**src/plc_params.svh**
```systemverilog
/*
  Constants of the 10/100 line codec: register offsets, field positions,
  reset values, code words and timing counts.
  Assumes a 40 MHz pclk; included by its bare name.
*/
`ifndef PLC_PARAMS_SVH
`define PLC_PARAMS_SVH

// Register map (byte addresses)
`define PLC_CTRL_ADDR 12'h000
`define PLC_STAT_ADDR 12'h004
// Control fields
`define PLC_CTRL_SPEED100 0
`define PLC_CTRL_BYPASS 1
`define PLC_CTRL_RESET 2'h1
// Status fields
`define PLC_STAT_SSD 0
`define PLC_STAT_ESD 1
`define PLC_STAT_CODE 2
`define PLC_STAT_LOS 3
`define PLC_STAT_LOCK 4
// Line code words
`define PLC_SYM_I 5'h1f
`define PLC_SYM_J 5'h18
`define PLC_SYM_K 5'h11
`define PLC_SYM_T 5'h0d
`define PLC_SYM_R 5'h07
`define PLC_SYM_H 5'h04
`define PLC_NIB_SSD 4'h5
`define PLC_NIB_ZERO 4'h0
// Timing
`define PLC_CLK_KHZ 40000
`define PLC_SYNC_WINDOW_MS 1
`define PLC_SYNC_WINDOW_CYC (`PLC_SYNC_WINDOW_MS * `PLC_CLK_KHZ)
`define PLC_LINK_PULSE_MS 16
`define PLC_LINK_PULSE_CYC (`PLC_LINK_PULSE_MS * `PLC_CLK_KHZ)
`define PLC_IDLE_ONES 25
`define PLC_ACQ_MATCH 30
`define PLC_LOCK_BITS 12
`define PLC_LFSR_SEED 11'h7ff
`define PLC_SOI_CELLS 4

`endif

```
**src/plc_pkg.sv**
```systemverilog
/*
  Types of the 10/100 line codec: state machine encodings.
  Assumes nothing beyond a SystemVerilog compiler.
*/
package plc_pkg;

  // Transmit symbol sequencer, one-hot
  typedef enum logic [3:0] {
    TX_IDLE = 4'b0001,
    TX_K = 4'b0010,
    TX_DATA = 4'b0100,
    TX_R = 4'b1000
  } plc_tx_state_t;

  // Receive delimiter tracker, one-hot
  typedef enum logic [3:0] {
    RX_HUNT = 4'b0001,
    RX_K = 4'b0010,
    RX_DATA = 4'b0100,
    RX_R = 4'b1000
  } plc_rx_state_t;

endpackage : plc_pkg

```
**src/plc_line_codec.sv**
```systemverilog
/*
  Digital line codec of a 10/100 PHY: 4B5B coding, scrambling, descrambler
  sync, Manchester coding, nibble recovery, APB control/status.
  Assumes the MAC drives tx nibbles on media_tx_clock (outside pclk), and
  the line receiver front end gives bits with a strobe on pclk.
*/
// Chosen here: the APB interface to the registers and the placing of the registers.
`timescale 1ns/1ps
`include "plc_params.svh"

module plc_line_codec #(
  parameter int SYNC_WINDOW_CYCLES = `PLC_SYNC_WINDOW_CYC,
  parameter int LINK_PULSE_CYCLES = `PLC_LINK_PULSE_CYC
) (
  // Clock and reset
  input wire logic pclk,
  input wire logic presetn,
  // APB slave
  input wire logic psel,
  input wire logic penable,
  input wire logic pwrite,
  input wire logic [11:0] paddr,
  input wire logic [31:0] pwdata,
  output logic [31:0] prdata,
  output logic pready,
  output logic pslverr,
  // MAC transmit side
  input wire logic media_tx_clock,
  input wire logic mac_tx_en,
  input wire logic [3:0] mac_tx_data,
  // MAC receive side
  output logic media_rx_clock,
  output logic mac_rx_dv,
  output logic mac_rx_er,
  output logic [3:0] mac_rx_data,
  // Line transmitter
  output logic line_tx_bit,
  output logic line_tx_strobe,
  // Line receiver
  input wire logic line_rx_bit,
  input wire logic line_rx_strobe,
  input wire logic squelch_ok,
  input wire logic eq_settled
);

  localparam int SWW = $clog2(SYNC_WINDOW_CYCLES + 1);
  localparam int LPW = $clog2(LINK_PULSE_CYCLES + 1);

  // 4B5B encode table
  function automatic logic [4:0] enc_sym(input logic [3:0] n);
    case (n)
      4'h0: enc_sym = 5'h1e;
      4'h1: enc_sym = 5'h09;
      4'h2: enc_sym = 5'h14;
      4'h3: enc_sym = 5'h15;
      4'h4: enc_sym = 5'h0a;
      4'h5: enc_sym = 5'h0b;
      4'h6: enc_sym = 5'h0e;
      4'h7: enc_sym = 5'h0f;
      4'h8: enc_sym = 5'h12;
      4'h9: enc_sym = 5'h13;
      4'ha: enc_sym = 5'h16;
      4'hb: enc_sym = 5'h17;
      4'hc: enc_sym = 5'h1a;
      4'hd: enc_sym = 5'h1b;
      4'he: enc_sym = 5'h1c;
      default: enc_sym = 5'h1d;
    endcase
  endfunction : enc_sym

  // Data decode by reverse search; bit 4 marks a data code word
  function automatic logic [4:0] dec_sym(input logic [4:0] s);
    dec_sym = 5'h00;
    for (int i = 0; i < 16; i++) begin
      if (enc_sym(4'(i)) == s) begin
        dec_sym = {1'b1, 4'(i)};
      end
    end
  endfunction : dec_sym

  // Manchester cells of a nibble, LSB bit first, complement half first
  function automatic logic [7:0] manch(input logic [3:0] n);
    manch = {~n[0], n[0], ~n[1], n[1], ~n[2], n[2], ~n[3], n[3]};
  endfunction : manch

  // Two-flop synchronisers for pins outside pclk
  logic [7:0] sync1_r;
  logic [7:0] sync2_r;
  logic txc_d_r;
  always_ff @(posedge pclk or negedge presetn) begin
    if (!presetn) begin
      sync1_r <= 8'h00;
      sync2_r <= 8'h00;
      txc_d_r <= 1'b0;
    end else begin
      sync1_r <= {eq_settled, squelch_ok, mac_tx_data, mac_tx_en,
                  media_tx_clock};
      sync2_r <= sync1_r;
      txc_d_r <= sync2_r[0];
    end
  end

  wire txc_s = sync2_r[0];
  wire tx_en_s = sync2_r[1];
  wire [3:0] tx_d_s = sync2_r[5:2];
  wire sq_s = sync2_r[6];
  wire eq_s = sync2_r[7];
  wire nib_evt = txc_s & ~txc_d_r;

  // Control register
  logic [1:0] ctrl_r;
  wire speed100 = ctrl_r[`PLC_CTRL_SPEED100];
  wire bypass = ctrl_r[`PLC_CTRL_BYPASS];
  wire lock = sq_s & (eq_s | ~speed100);

  // Transmit sequencer selection
  plc_pkg::plc_tx_state_t tx_st_r;
  plc_pkg::plc_tx_state_t tx_st_nxt;
  logic [7:0] tx_sh_r;
  logic [3:0] tx_cnt_r;
  logic [10:0] tx_lfsr_r;
  logic [LPW-1:0] lp_cnt_r;
  logic tx_load;
  logic [7:0] tx_load_val;
  logic [3:0] tx_load_cnt;
  wire lp_due = (lp_cnt_r == '0);

  always_comb begin
    tx_st_nxt = tx_st_r;
    tx_load = 1'b0;
    tx_load_val = 8'h00;
    tx_load_cnt = 4'h5;
    if (nib_evt && speed100) begin
      tx_load = 1'b1;
      case (tx_st_r)
        plc_pkg::TX_IDLE: begin
          if (tx_en_s) begin
            tx_load_val = {`PLC_SYM_J, 3'h0};
            tx_st_nxt = plc_pkg::TX_K;
          end else begin
            tx_load_val = {`PLC_SYM_I, 3'h0};
          end
        end
        plc_pkg::TX_K: begin
          tx_load_val = {`PLC_SYM_K, 3'h0};
          tx_st_nxt = plc_pkg::TX_DATA;
        end
        plc_pkg::TX_DATA: begin
          if (tx_en_s) begin
            tx_load_val = {enc_sym(tx_d_s), 3'h0};
          end else begin
            tx_load_val = {`PLC_SYM_T, 3'h0};
            tx_st_nxt = plc_pkg::TX_R;
          end
        end
        plc_pkg::TX_R: begin
          tx_load_val = {`PLC_SYM_R, 3'h0};
          tx_st_nxt = plc_pkg::TX_IDLE;
        end
        default: tx_st_nxt = plc_pkg::TX_IDLE;
      endcase
    end else if (nib_evt) begin
      tx_load_cnt = 4'h8;
      if (tx_en_s) begin
        tx_load = 1'b1;
        tx_load_val = manch(tx_d_s);
        tx_st_nxt = plc_pkg::TX_DATA;
      end else if (tx_st_r != plc_pkg::TX_IDLE) begin
        // Start-of-idle: line held high, then released
        tx_load = 1'b1;
        tx_load_val = 8'hf0;
        tx_load_cnt = 4'(`PLC_SOI_CELLS);
        tx_st_nxt = plc_pkg::TX_IDLE;
      end
    end else if (!speed100 && tx_st_r == plc_pkg::TX_IDLE && lp_due &&
                 tx_cnt_r == 4'h0) begin
      // Idle gap carries only a lone link pulse
      tx_load = 1'b1;
      tx_load_val = 8'h80;
      tx_load_cnt = 4'h1;
    end
  end

  // Scrambler key, only used at 100M outside bypass
  wire tx_key = tx_lfsr_r[10] ^ tx_lfsr_r[8];
  wire tx_scr_on = speed100 & ~bypass;
  wire tx_shift = (tx_cnt_r != 4'h0);
  wire tx_out = tx_scr_on ? (tx_sh_r[7] ^ tx_key) : tx_sh_r[7];

  // Serialiser, leftmost bit first, one bit per pclk
  always_ff @(posedge pclk or negedge presetn) begin
    if (!presetn) begin
      tx_st_r <= plc_pkg::TX_IDLE;
      tx_sh_r <= 8'h00;
      tx_cnt_r <= 4'h0;
      tx_lfsr_r <= `PLC_LFSR_SEED;
      line_tx_bit <= 1'b0;
      line_tx_strobe <= 1'b0;
    end else begin
      tx_st_r <= tx_st_nxt;
      line_tx_strobe <= tx_shift;
      line_tx_bit <= tx_shift & tx_out;
      if (tx_shift && tx_scr_on) begin
        tx_lfsr_r <= {tx_lfsr_r[9:0], tx_key};
      end
      if (tx_load) begin
        tx_sh_r <= tx_load_val;
        tx_cnt_r <= tx_load_cnt;
      end else if (tx_shift) begin
        tx_sh_r <= {tx_sh_r[6:0], 1'b0};
        tx_cnt_r <= tx_cnt_r - 4'h1;
      end
    end
  end

  // Link pulse interval timer
  always_ff @(posedge pclk or negedge presetn) begin
    if (!presetn) begin
      lp_cnt_r <= LPW'(LINK_PULSE_CYCLES - 1);
    end else if (lp_due || speed100) begin
      lp_cnt_r <= LPW'(LINK_PULSE_CYCLES - 1);
    end else begin
      lp_cnt_r <= lp_cnt_r - LPW'(1);
    end
  end

  // Descrambler
  logic [10:0] rx_lfsr_r;
  logic synced_r;
  logic seen_r;
  logic [5:0] acq_cnt_r;
  logic [4:0] ones_r;
  logic [SWW-1:0] win_cnt_r;
  wire st100 = line_rx_strobe & speed100;
  wire rx_key = rx_lfsr_r[10] ^ rx_lfsr_r[8];
  wire acq_match = (~line_rx_bit) == rx_key;
  wire dbit = bypass ? line_rx_bit : line_rx_bit ^ rx_key;
  wire sync_ok = synced_r | bypass;
  wire win_end = (win_cnt_r == '0);

  always_ff @(posedge pclk or negedge presetn) begin
    if (!presetn) begin
      rx_lfsr_r <= `PLC_LFSR_SEED;
      acq_cnt_r <= 6'h00;
      synced_r <= 1'b0;
    end else if (st100) begin
      rx_lfsr_r <= {rx_lfsr_r[9:0], synced_r ? rx_key : ~line_rx_bit};
      if (!synced_r) begin
        // Idle assumed: key equals inverted line bit
        acq_cnt_r <= acq_match ? acq_cnt_r + 6'h01 : 6'h00;
        if (acq_match && acq_cnt_r == 6'(`PLC_ACQ_MATCH - 1)) begin
          synced_r <= 1'b1;
        end
      end else if (win_end && !seen_r) begin
        synced_r <= 1'b0;
        acq_cnt_r <= 6'h00;
      end
    end else if (synced_r && win_end && !seen_r) begin
      synced_r <= 1'b0;
      acq_cnt_r <= 6'h00;
    end
  end

  // Idle-ones watch over each sync window
  always_ff @(posedge pclk or negedge presetn) begin
    if (!presetn) begin
      ones_r <= 5'h00;
      seen_r <= 1'b0;
      win_cnt_r <= SWW'(SYNC_WINDOW_CYCLES - 1);
    end else begin
      win_cnt_r <= (win_end || !synced_r) ?
                   SWW'(SYNC_WINDOW_CYCLES - 1) : win_cnt_r - SWW'(1);
      if (st100) begin
        ones_r <= dbit ? ((ones_r == 5'h1f) ? ones_r : ones_r + 5'h01)
                       : 5'h00;
      end
      if (win_end || !synced_r) begin
        seen_r <= 1'b0;
      end else if (st100 && dbit && ones_r == 5'(`PLC_IDLE_ONES - 1)) begin
        seen_r <= 1'b1;
      end
    end
  end

  // Symbol alignment and 4B5B decode
  plc_pkg::plc_rx_state_t rx_st_r;
  plc_pkg::plc_rx_state_t rx_st_nxt;
  logic [9:0] rx_win_r;
  logic [2:0] bit_cnt_r;
  logic [3:0] lock_cnt_r;
  logic [3:0] nib_acc_r;
  wire [9:0] win_new = {rx_win_r[8:0], dbit};
  wire [4:0] sym = win_new[4:0];
  wire [4:0] dec = dec_sym(sym);
  wire j_det = st100 & sync_ok & (rx_st_r == plc_pkg::RX_HUNT) &
               (win_new == {`PLC_SYM_I, `PLC_SYM_J});
  wire sym_done = st100 & (bit_cnt_r == 3'h4) & ~j_det;
  wire locked10 = (lock_cnt_r == 4'(`PLC_LOCK_BITS));
  wire st10 = line_rx_strobe & ~speed100 & lock;
  wire nib10 = st10 & locked10 & (bit_cnt_r == 3'h3);

  logic emit;
  logic [3:0] e_data;
  logic e_dv;
  logic e_er;
  logic [2:0] e_err;
  always_comb begin
    rx_st_nxt = rx_st_r;
    emit = j_det | sym_done | nib10;
    e_data = `PLC_NIB_ZERO;
    e_dv = 1'b0;
    e_er = 1'b0;
    e_err = 3'h0;
    if (j_det) begin
      e_data = `PLC_NIB_SSD;
      e_dv = 1'b1;
      rx_st_nxt = plc_pkg::RX_K;
    end else if (nib10) begin
      e_data = {line_rx_bit, nib_acc_r[3:1]};
      e_dv = 1'b1;
    end else if (sym_done && !sync_ok) begin
      rx_st_nxt = plc_pkg::RX_HUNT;
    end else if (sym_done) begin
      e_dv = (rx_st_r != plc_pkg::RX_HUNT);
      case (rx_st_r)
        plc_pkg::RX_HUNT: rx_st_nxt = plc_pkg::RX_HUNT;
        plc_pkg::RX_K: begin
          if (sym == `PLC_SYM_K) begin
            e_data = `PLC_NIB_SSD;
            rx_st_nxt = plc_pkg::RX_DATA;
          end else begin
            e_er = 1'b1;
            e_err[`PLC_STAT_SSD] = 1'b1;
            rx_st_nxt = plc_pkg::RX_HUNT;
          end
        end
        plc_pkg::RX_DATA: begin
          if (sym == `PLC_SYM_T) begin
            rx_st_nxt = plc_pkg::RX_R;
          end else if (sym == `PLC_SYM_I) begin
            e_er = 1'b1;
            e_err[`PLC_STAT_ESD] = 1'b1;
            rx_st_nxt = plc_pkg::RX_HUNT;
          end else if (dec[4]) begin
            e_data = dec[3:0];
          end else begin
            // Halt and unused codes carry no data
            e_er = 1'b1;
            e_err[`PLC_STAT_CODE] = 1'b1;
          end
        end
        plc_pkg::RX_R: begin
          rx_st_nxt = plc_pkg::RX_HUNT;
          if (sym != `PLC_SYM_R) begin
            e_er = 1'b1;
            e_err[`PLC_STAT_ESD] = 1'b1;
          end
        end
        default: rx_st_nxt = plc_pkg::RX_HUNT;
      endcase
    end
  end

  // Receive bit counters and nibble assembly
  always_ff @(posedge pclk or negedge presetn) begin
    if (!presetn) begin
      rx_st_r <= plc_pkg::RX_HUNT;
      rx_win_r <= 10'h000;
      bit_cnt_r <= 3'h0;
      lock_cnt_r <= 4'h0;
      nib_acc_r <= 4'h0;
    end else begin
      rx_st_r <= speed100 ? rx_st_nxt : plc_pkg::RX_HUNT;
      if (st100) begin
        rx_win_r <= win_new;
        bit_cnt_r <= (j_det || bit_cnt_r == 3'h4) ? 3'h0 : bit_cnt_r + 3'h1;
      end else if (st10 && locked10) begin
        nib_acc_r <= {line_rx_bit, nib_acc_r[3:1]};
        bit_cnt_r <= (bit_cnt_r == 3'h3) ? 3'h0 : bit_cnt_r + 3'h1;
      end else if (st10) begin
        lock_cnt_r <= lock_cnt_r + 4'h1;
        bit_cnt_r <= 3'h0;
      end
      if (!lock && !speed100) begin
        lock_cnt_r <= 4'h0;
      end
    end
  end

  // MAC receive outputs and recovered clock
  always_ff @(posedge pclk or negedge presetn) begin
    if (!presetn) begin
      mac_rx_data <= 4'h0;
      mac_rx_dv <= 1'b0;
      mac_rx_er <= 1'b0;
      media_rx_clock <= 1'b0;
    end else begin
      if (emit) begin
        mac_rx_data <= e_data;
        mac_rx_dv <= e_dv;
        mac_rx_er <= e_er;
      end else if (!lock) begin
        mac_rx_dv <= 1'b0;
        mac_rx_er <= 1'b0;
      end
      if (!lock) begin
        media_rx_clock <= txc_s;
      end else if (emit) begin
        media_rx_clock <= 1'b0;
      end else if (line_rx_strobe && bit_cnt_r == 3'h2) begin
        media_rx_clock <= 1'b1;
      end
    end
  end

  // APB: zero wait, answer prepared in the setup cycle
  wire setup = psel & ~penable;
  wire access = psel & penable & pready;
  wire hit_ctrl = (paddr == `PLC_CTRL_ADDR);
  wire hit_stat = (paddr == `PLC_STAT_ADDR);
  // Loss-of-sync is a live level of the descrambler state
  wire los = ~sync_ok;
  wire [31:0] stat_word = {27'h0, locked10 | (lock & speed100), los,
                           3'h0};
  logic [2:0] err_r;
  wire [2:0] err_clr = (access && pwrite && hit_stat) ? pwdata[2:0] : 3'h0;

  always_ff @(posedge pclk or negedge presetn) begin
    if (!presetn) begin
      pready <= 1'b0;
      pslverr <= 1'b0;
      prdata <= 32'h0000_0000;
      ctrl_r <= `PLC_CTRL_RESET;
      err_r <= 3'h0;
    end else begin
      pready <= setup;
      pslverr <= setup & ~hit_ctrl & ~hit_stat;
      if (setup && !pwrite) begin
        prdata <= hit_ctrl ? {30'h0, ctrl_r} :
                  hit_stat ? (stat_word | {29'h0, err_r}) : 32'h0000_0000;
      end
      if (access && pwrite && hit_ctrl) begin
        ctrl_r <= pwdata[1:0];
      end
      // Sticky errors: a new error beats a same-cycle clear
      err_r <= (err_r & ~err_clr) | e_err;
    end
  end

endmodule : plc_line_codec

```
**config.mk**
```make
export PLATFORM = sky130hd
export DESIGN_NAME = plc_line_codec
export DESIGN_NICKNAME = d
export VERILOG_FILES = /design/src/plc_pkg.sv /design/src/plc_line_codec.sv
export VERILOG_INCLUDE_DIRS = /design/src
export SDC_FILE = /design/constraint.sdc
export NUM_CORES = 1
export LEC_CHECK = 0
export BUFFER_PORTS_ARGS = -buffer_cell sky130_fd_sc_hd__buf_2
export CAP_MARGIN = 20
export CORE_MARGIN = 10
export CORE_UTILIZATION = 40
export DETAILED_ROUTE_END_ITERATION = 10
export GPL_TIMING_DRIVEN = 0
export PLACE_DENSITY = 0.65
export SLEW_MARGIN = 10
export SYNTH_ARGS = -nofsm -noshare
export SYNTH_HDL_FRONTEND = slang
export SYNTH_SLANG_ARGS = --single-unit
```
**constraint.sdc**
```tcl
create_clock -name pclk -period 2.3 [get_ports pclk]
set_input_delay 0.46 -clock pclk [delete_from_list [all_inputs] [get_ports pclk]]
set_output_delay 0.46 -clock pclk [all_outputs]
set_load 0.01 [all_outputs]
```
== Yosys cells after proc, flatten, opt, wreduce, memory -nomap -nowiden ==
Memory sizes are Yosys's and may differ from the RTL's.
Index checks and enable logic that the tools add are counted.

* Bits in registers: 176
* Memory bits (read-only): 80
* Input bits: 59
* Output and inout port bits: 43
* Word-level logic and storage cells: 306
* Memories kept: 1

* $add $sub $neg: 7
* Equal/unequal tests: 51
* Mux-type cells: 124
* Bitwise logic cells: 47
* Reduce and logical (&&, ||, !) cells: 46

{| class="wikitable"
|+ Memories
! memory !! depth !! bits a word !! rd ports !! clocked after memory_dff !! write ports !! line !! RTL
|-
| (no name shown) || 16 || 5 || 1 || 0 || 0 || plc_line_codec.sv:51 || <nowiki>case (n)</nowiki>
|}

{| class="wikitable"
|+ Operators with widths
! operator !! count
|-
| two-way mux 4 bit || 30
|-
| two-way mux 5 bit || 20
|-
| two-way mux 8 bit || 8
|-
| == test 5 bit, first input constant || 11
|-
| two-way mux 3 bit || 13
|-
| two-way mux 1 bit || 38
|-
| two-way mux 6 bit || 6
|-
| one-hot mux 8 bit (4 select lines) || 1
|-
| == test 4 x 5 -> 1 bit, first input constant || 5
|-
| AND 1 bit || 20
|-
| == test 5 bit, second input constant || 4
|-
| logical NOT 20 bit || 1
|-
| two-way mux 20 bit || 1
|-
| subtractor 20 x 1 -> 20 bit, second input constant || 1
|-
| logical AND 1 bit || 19
|-
| logical NOT 16 bit || 1
|-
| two-way mux 16 bit || 1
|-
| one-hot mux 4 bit (2 select lines) || 2
|-
| subtractor 16 x 1 -> 16 bit, second input constant || 1
|-
| inverter 1 bit || 14
|-
| == test 12 x 3 -> 1 bit, second input constant || 1
|-
| == test 4 bit, second input constant || 3
|-
| logical NOT 12 bit || 1
|-
| inequality test 4 x 1 -> 1 bit, second input constant || 3
|-
| 40 further kinds || 70
|}

== Depth between registers and ports, before layout ==
* Depth after elaboration: 29
* Gate-level depth with buffers: 8
* Depth with buffers taken out: 8

== Least setup slack after synthesis ==
Ideal clock, no wire load.

* Kind: register to register
* From: reg rx_lfsr_r[8]
* To: reg mac_rx_er
* Setup time: 129 ps
* Data arrival time: 2,082 ps
* Slack: 89 ps
* Stages on the path, launching flop included: 9
* Path buffers: 2
* Cells stage by stage: dfstp_2 > xnor2_1 > or3_1 > clkbuf_1 > and2_1 > buf_6 > or3_4 > a221oi_2 > o22ai_1

* Cells in the longest elaborated chain, start to end: 29

{| class="wikitable"
|+ RTL lines
! what !! line !! RTL
|-
| start, declared || plc_line_codec.sv:228 || <nowiki>logic [10:0] rx_lfsr_r;</nowiki>
|-
| start signal, assigned || plc_line_codec.sv:243 || <nowiki>rx_lfsr_r <= `PLC_LFSR_SEED;</nowiki>
|-
| start signal, assigned || plc_line_codec.sv:247 || <nowiki>rx_lfsr_r <= {rx_lfsr_r[9:0], synced_r ? rx_key : ~line_rx_bit};</nowiki>
|-
| XOR 1 bit (*) || plc_line_codec.sv:235 || <nowiki>wire rx_key = rx_lfsr_r[10] ^ rx_lfsr_r[8];</nowiki>
|-
| XOR 1 bit (*) || plc_line_codec.sv:237 || <nowiki>wire dbit = bypass ? line_rx_bit : line_rx_bit ^ rx_key;</nowiki>
|-
| two-way mux 1 bit (*) || plc_line_codec.sv:237 ||
|-
| == test 5 bit || plc_line_codec.sv:75 || <nowiki>if (enc_sym(4'(i)) == s) begin</nowiki>
|-
| two-way mux 5 bit (16 in series) || plc_line_codec.sv:75 ||
|-
| two-way mux 1 bit || plc_line_codec.sv:344 || <nowiki>end else if (dec[4]) begin</nowiki>
|-
| two-way mux 1 bit || plc_line_codec.sv:340 || <nowiki>end else if (sym == `PLC_SYM_I) begin</nowiki>
|-
| two-way mux 1 bit || plc_line_codec.sv:338 || <nowiki>if (sym == `PLC_SYM_T) begin</nowiki>
|-
| one-hot mux 1 bit (3 select lines) || plc_line_codec.sv:325 || <nowiki>case (rx_st_r)</nowiki>
|-
| two-way mux 1 bit || plc_line_codec.sv:323 || <nowiki>end else if (sym_done) begin</nowiki>
|-
| two-way mux 1 bit || plc_line_codec.sv:321 || <nowiki>end else if (sym_done && !sync_ok) begin</nowiki>
|-
| two-way mux 1 bit || plc_line_codec.sv:318 || <nowiki>end else if (nib10) begin</nowiki>
|-
| two-way mux 1 bit || plc_line_codec.sv:314 || <nowiki>if (j_det) begin</nowiki>
|-
| two-way mux 1 bit || plc_line_codec.sv:398 || <nowiki>if (emit) begin</nowiki>
|-
| end signal, assigned || plc_line_codec.sv:401 || <nowiki>mac_rx_er <= e_er;</nowiki>
|-
| end, declared || plc_line_codec.sv:34 || <nowiki>output logic mac_rx_er,</nowiki>
|}

Mark *: on every way between the ends. The rest lies on a longest branch, timed or not.
A chain may end at the register's enable or synchronous reset.

== Final worst setup path ==
* From: reg rx_lfsr_r[10]
* To: reg mac_rx_er

The elaborated chain is that of the path after synthesis.

==> results.md <==
- Global routing's busiest layer: met2
- Hold_sp: media_tx_clock
- Via-to-Cell Ratio: 5.250
- Worst EP arrival: around 2.5 ns
- Port bufs: 44
- M2 GR Usage: 22.17%
- Initial antenna violation count: 0
- PnR worst setup slack: 0.05226 ns
- P_int: between 4 and 5 mW
- First-pass GRT wire length: 28.01 mm
- Cells after synthesis: 737
- PD cells: 733.7 nW/um^2
- Clock Tree Buf Depth: 2
- Sink Count: about 150
- RR Startpoint: rx_lfsr_r[10]
- Crit-path max FO: 6
- FFs w/ async S/R, synth: 100.0%
- Largest cells by area after synthesis: dfrtp_1 (33%), dfstp_2 (17%), mux2_2 (5.3%)
- Startpoint types: flop
- Setup slack after placement: -0.2657 ns
- CP required: 2.59 ns
- Syn_area_per_cell: approximately 10 sq um
- Logic pwr share: 11.2%
- Clock skew: 0.01024 ns
- Switching share of power: 24.66%
- Final Critical Period: roughly 2.2 ns
- Hold Path Sink: sync1_r[0]
- Fraction of layout cells with a size suffix above 1: 27.42%
- Endpoints failing setup: 0
- Area Growth Syn to Fin: 20.80%
- Post-synth EDFFs: 0
- Iter 0 DRT Violations: 336
- Max-Cap Viols: 0
- Placed cells: 1037
- Hold Vio Cnt, Final: 0
- Total global routing overflow: 0
- First drt pass iteration count: 5
- Hold crit path type: in -> reg
- Yosys warning count: 0
- Ant. Diodes: 0
- Reg power frac: approximately 45%
- Register-to-Register Path Depth: 6
- Clock power share: 44.0%
- Grt met1 use: 18.21%
- Most numerous cell on the critical path: or3_4
- Final core occ: 49.74%
- Crit path capture type: flop
- Antenna-violating nets left: 0
- Slew Limit Fails: 0
- Fmax: 0.4449 GHz
- Starting Density: 41.17%
- Root buf cell: clkbuf_16
- Die height: 156.7 microns
- Total power: 6.623 mW
- Most used DFF post-synth: dfrtp_1
- Slew margin rel.: 53.45%
- Psw: approximately 1.6 mW
- Hold depth: 1
- Synth top area share: 33.15%
- Largest net degree at the start of global routing: ~90
- Synth area leader: dfrtp_1
- RSZ-0062 raised after global routing: yes
- Per-cell routed wire length: 15.55 microns
- Row Count: 49
- Vias: 5701
- IO Pins: between 100 and 150
- Leakage power total: roughly 4 nW
- Clock transition at path regs: 0.06 ns
- DRC errors left: 0
- R2R Setup Slk: between 0.05 and 0.06 ns
- GRT Overall Usage: 13.98%
- Post-DP HPWL: 11.53 mm
- Mapped Area: 7472 sq um
- WL final: 16.89 mm
- Latest clock arrival within the worst-skew pair: 0.42 ns
- CTS tree: done
- Unique cell type count in the Yosys netlist: between 60 and 70
- Num CTS Buffers: 17
- Final period util: 97.73%
- Largest delay share family, worst path: simple AND/OR/NAND/NOR gates
- Number of global-route vias before repair: 5505
- Die area: 24550 sq um
- Core ar.: 18150 sq um
- Max stage delay on crit path: 0.58 ns
- Routability cong.: 0.9275
- Die W: 156.7 microns
- Seq cells post-synth: 148
- Slew at the pin closest to its max-slew limit: between 0.6 and 0.7 ns
- Slowest cell on crit path: dfstp_2
- CP Cell Sequence: xnor2_4 > or3_4 > and2_4 > or3_4 > a221oi_4 > o22ai_1
- H-Tree Depth: 4
- Grt met3 use: 3.536%
- Layout Cells excl Fill: 1086
- Status: finished clean
- Buf+Inv Stages, Crit Path: 0
- Crit Path Class: reg -> reg
- R2R Path End: mac_rx_er
- Peak VDD IR: 0.0005531 V
- Layout Nets: 920
- Sequential area share after synthesis: 50.39%
## cells in the final DEF, fill, tap and decap left out, types with 7 or more instances in the layout
master     instances
nand4_1           13
buf_2             44
mux2_2            35
dfrtp_1           99
nand3_1           21
nand2_1           89
or4_1              7
clkbuf_1          24
xor2_1            10
clkbuf_16         20
mux2i_1           12
inv_1             26
dfstp_2           49
nor2_1            56
a21oi_1           26
o22ai_1            8
nor3_1            21
o21ai_1            7
xnor2_1           27
conb_1            27
ha_1              17
buf_4             45
o211ai_1           9
nand2b_1           9
a31oi_1            8
o21ai_0           32
## synthesized netlist by cell type, types with 12 or more instances
library cell / number
nand2_1: 89
nor3_1: 23
mux2_2: 35
dfrtp_1: 99
dfstp_2: 49
nand4_1: 13
xnor2_1: 28
inv_1: 26
a21oi_1: 26
o21ai_0: 32
nand3_1: 21
ha_1: 17
clkbuf_1: 27
mux2i_1: 12
buf_4: 27
nor2_1: 56
## routing by layer
metal | vias to the layer above | part of all wire [%]
met5 | - | 0
met4 | 0 | 1.8
met3 | 18 | 4.7
met2 | 123 | 48
met1 | 2777 | 46
li1 | 2783 | -
## layout make-up
cell class | instances | area [sq um]
Fill cell | 1658 | 9121
Inverter | 27 | 102.6
Tap cell | 229 | 286.5
Clock buffer | 23 | 521.8
Multi-Input combinational cell | 533 | 3523
Sequential cell | 148 | 3765
Timing Repair Buffer | 65 | 414.1
Clock inverter | 9 | 112.6
Buffer | 52 | 300.3
## worst max-delay path by stage
stage	startpoint	to	slack [ns]	depth (start not counted)
6_report	rx_lfsr_r[10]	mac_rx_er	0.05	6
5_1_grt	lp_cnt_r[13]	tx_sh_r[4]	-0.07	6
4_1_cts	win_cnt_r[10]	acq_cnt_r[2]	0.005	6
3_5_place_dp	line_rx_strobe	bit_cnt_r[0]	-0.27	8
3_3_place_gp	presetn	win_cnt_r[9]	-1.48	1
2_1_floorplan	rx_lfsr_r[8]	mac_rx_er	0.09	8
## sequential cells by signal, summed over array words and instances, names as in the netlist, 2 cells and up
name and flops:
win_cnt_r 16, sync2_r 8, nib_acc_r 3, rx_lfsr_r 11, lock_cnt_r 4, tx_cnt_r 4, lp_cnt_r 20, prdata 5
tx_st_r 4, ones_r 5, sync1_r 8, acq_cnt_r 6, ctrl_r 2, bit_cnt_r 3, mac_rx_data 4, rx_st_r 4
err_r 3, tx_sh_r 8, rx_win_r 9, tx_lfsr_r 11
## worst reg2reg max path: stages (launching register included)
cell and delay [ns]:
dfstp_2 0.58, xnor2_4 0.12, or3_4 0.43, and2_4 0.20
or3_4 0.35, a221oi_4 0.32, o22ai_1 0.12
## power by group through the flow
stage | Sequential (mW) | Combinational [mW] | Clock, mW
6_report | 2.96 | 0.744 | 2.92
5_1_grt | 2.98 | 0.841 | 3.09
4_1_cts | 2.95 | 0.708 | 2.99
3_5_place_dp | 2.99 | 0.700 | 0
3_3_place_gp | 2.98 | 0.683 | 0
2_1_floorplan | 2.96 | 0.500 | 0
## cells by family after synthesis
kind of cell	count (synthesis)	share of synthesized area [%]
other cells	1	0.05019
simple gates	271	18.34
buf+inv	83	5.643
fa+ha+maj	17	2.847
flops	148	50.39
mux	47	6.882
compound gates	132	11.40
xor+xnor	38	4.454
## timing repair
item	in CTS	in global routing
endpoints found under the setup margin	22	51
pin swaps	9	17
gates resized for setup	11	14
cloned	1	0
hold endpoints to repair	41	0
hold buffers	1	0
setup buffers	7	12
## per-stage QoR
| stage | TNS [ns] | hold slack (ns) | cell area (sq um) |
|---|---|---|---|
| 6_report | 0 | 0.1423 | 9026 |
| 2_1_floorplan | 0 | 0.1644 | 7570 |
| 3_5_place_dp | -1.913 | 0.3364 | 8114 |
| 3_3_place_gp | -174.74 | 0.3339 | 8077 |
| 5_1_grt | -0.3306 | 0.1237 | 9026 |
| 4_1_cts | 0 | 0.1221 | 8887 |
(Power assumes the default switching activity.)
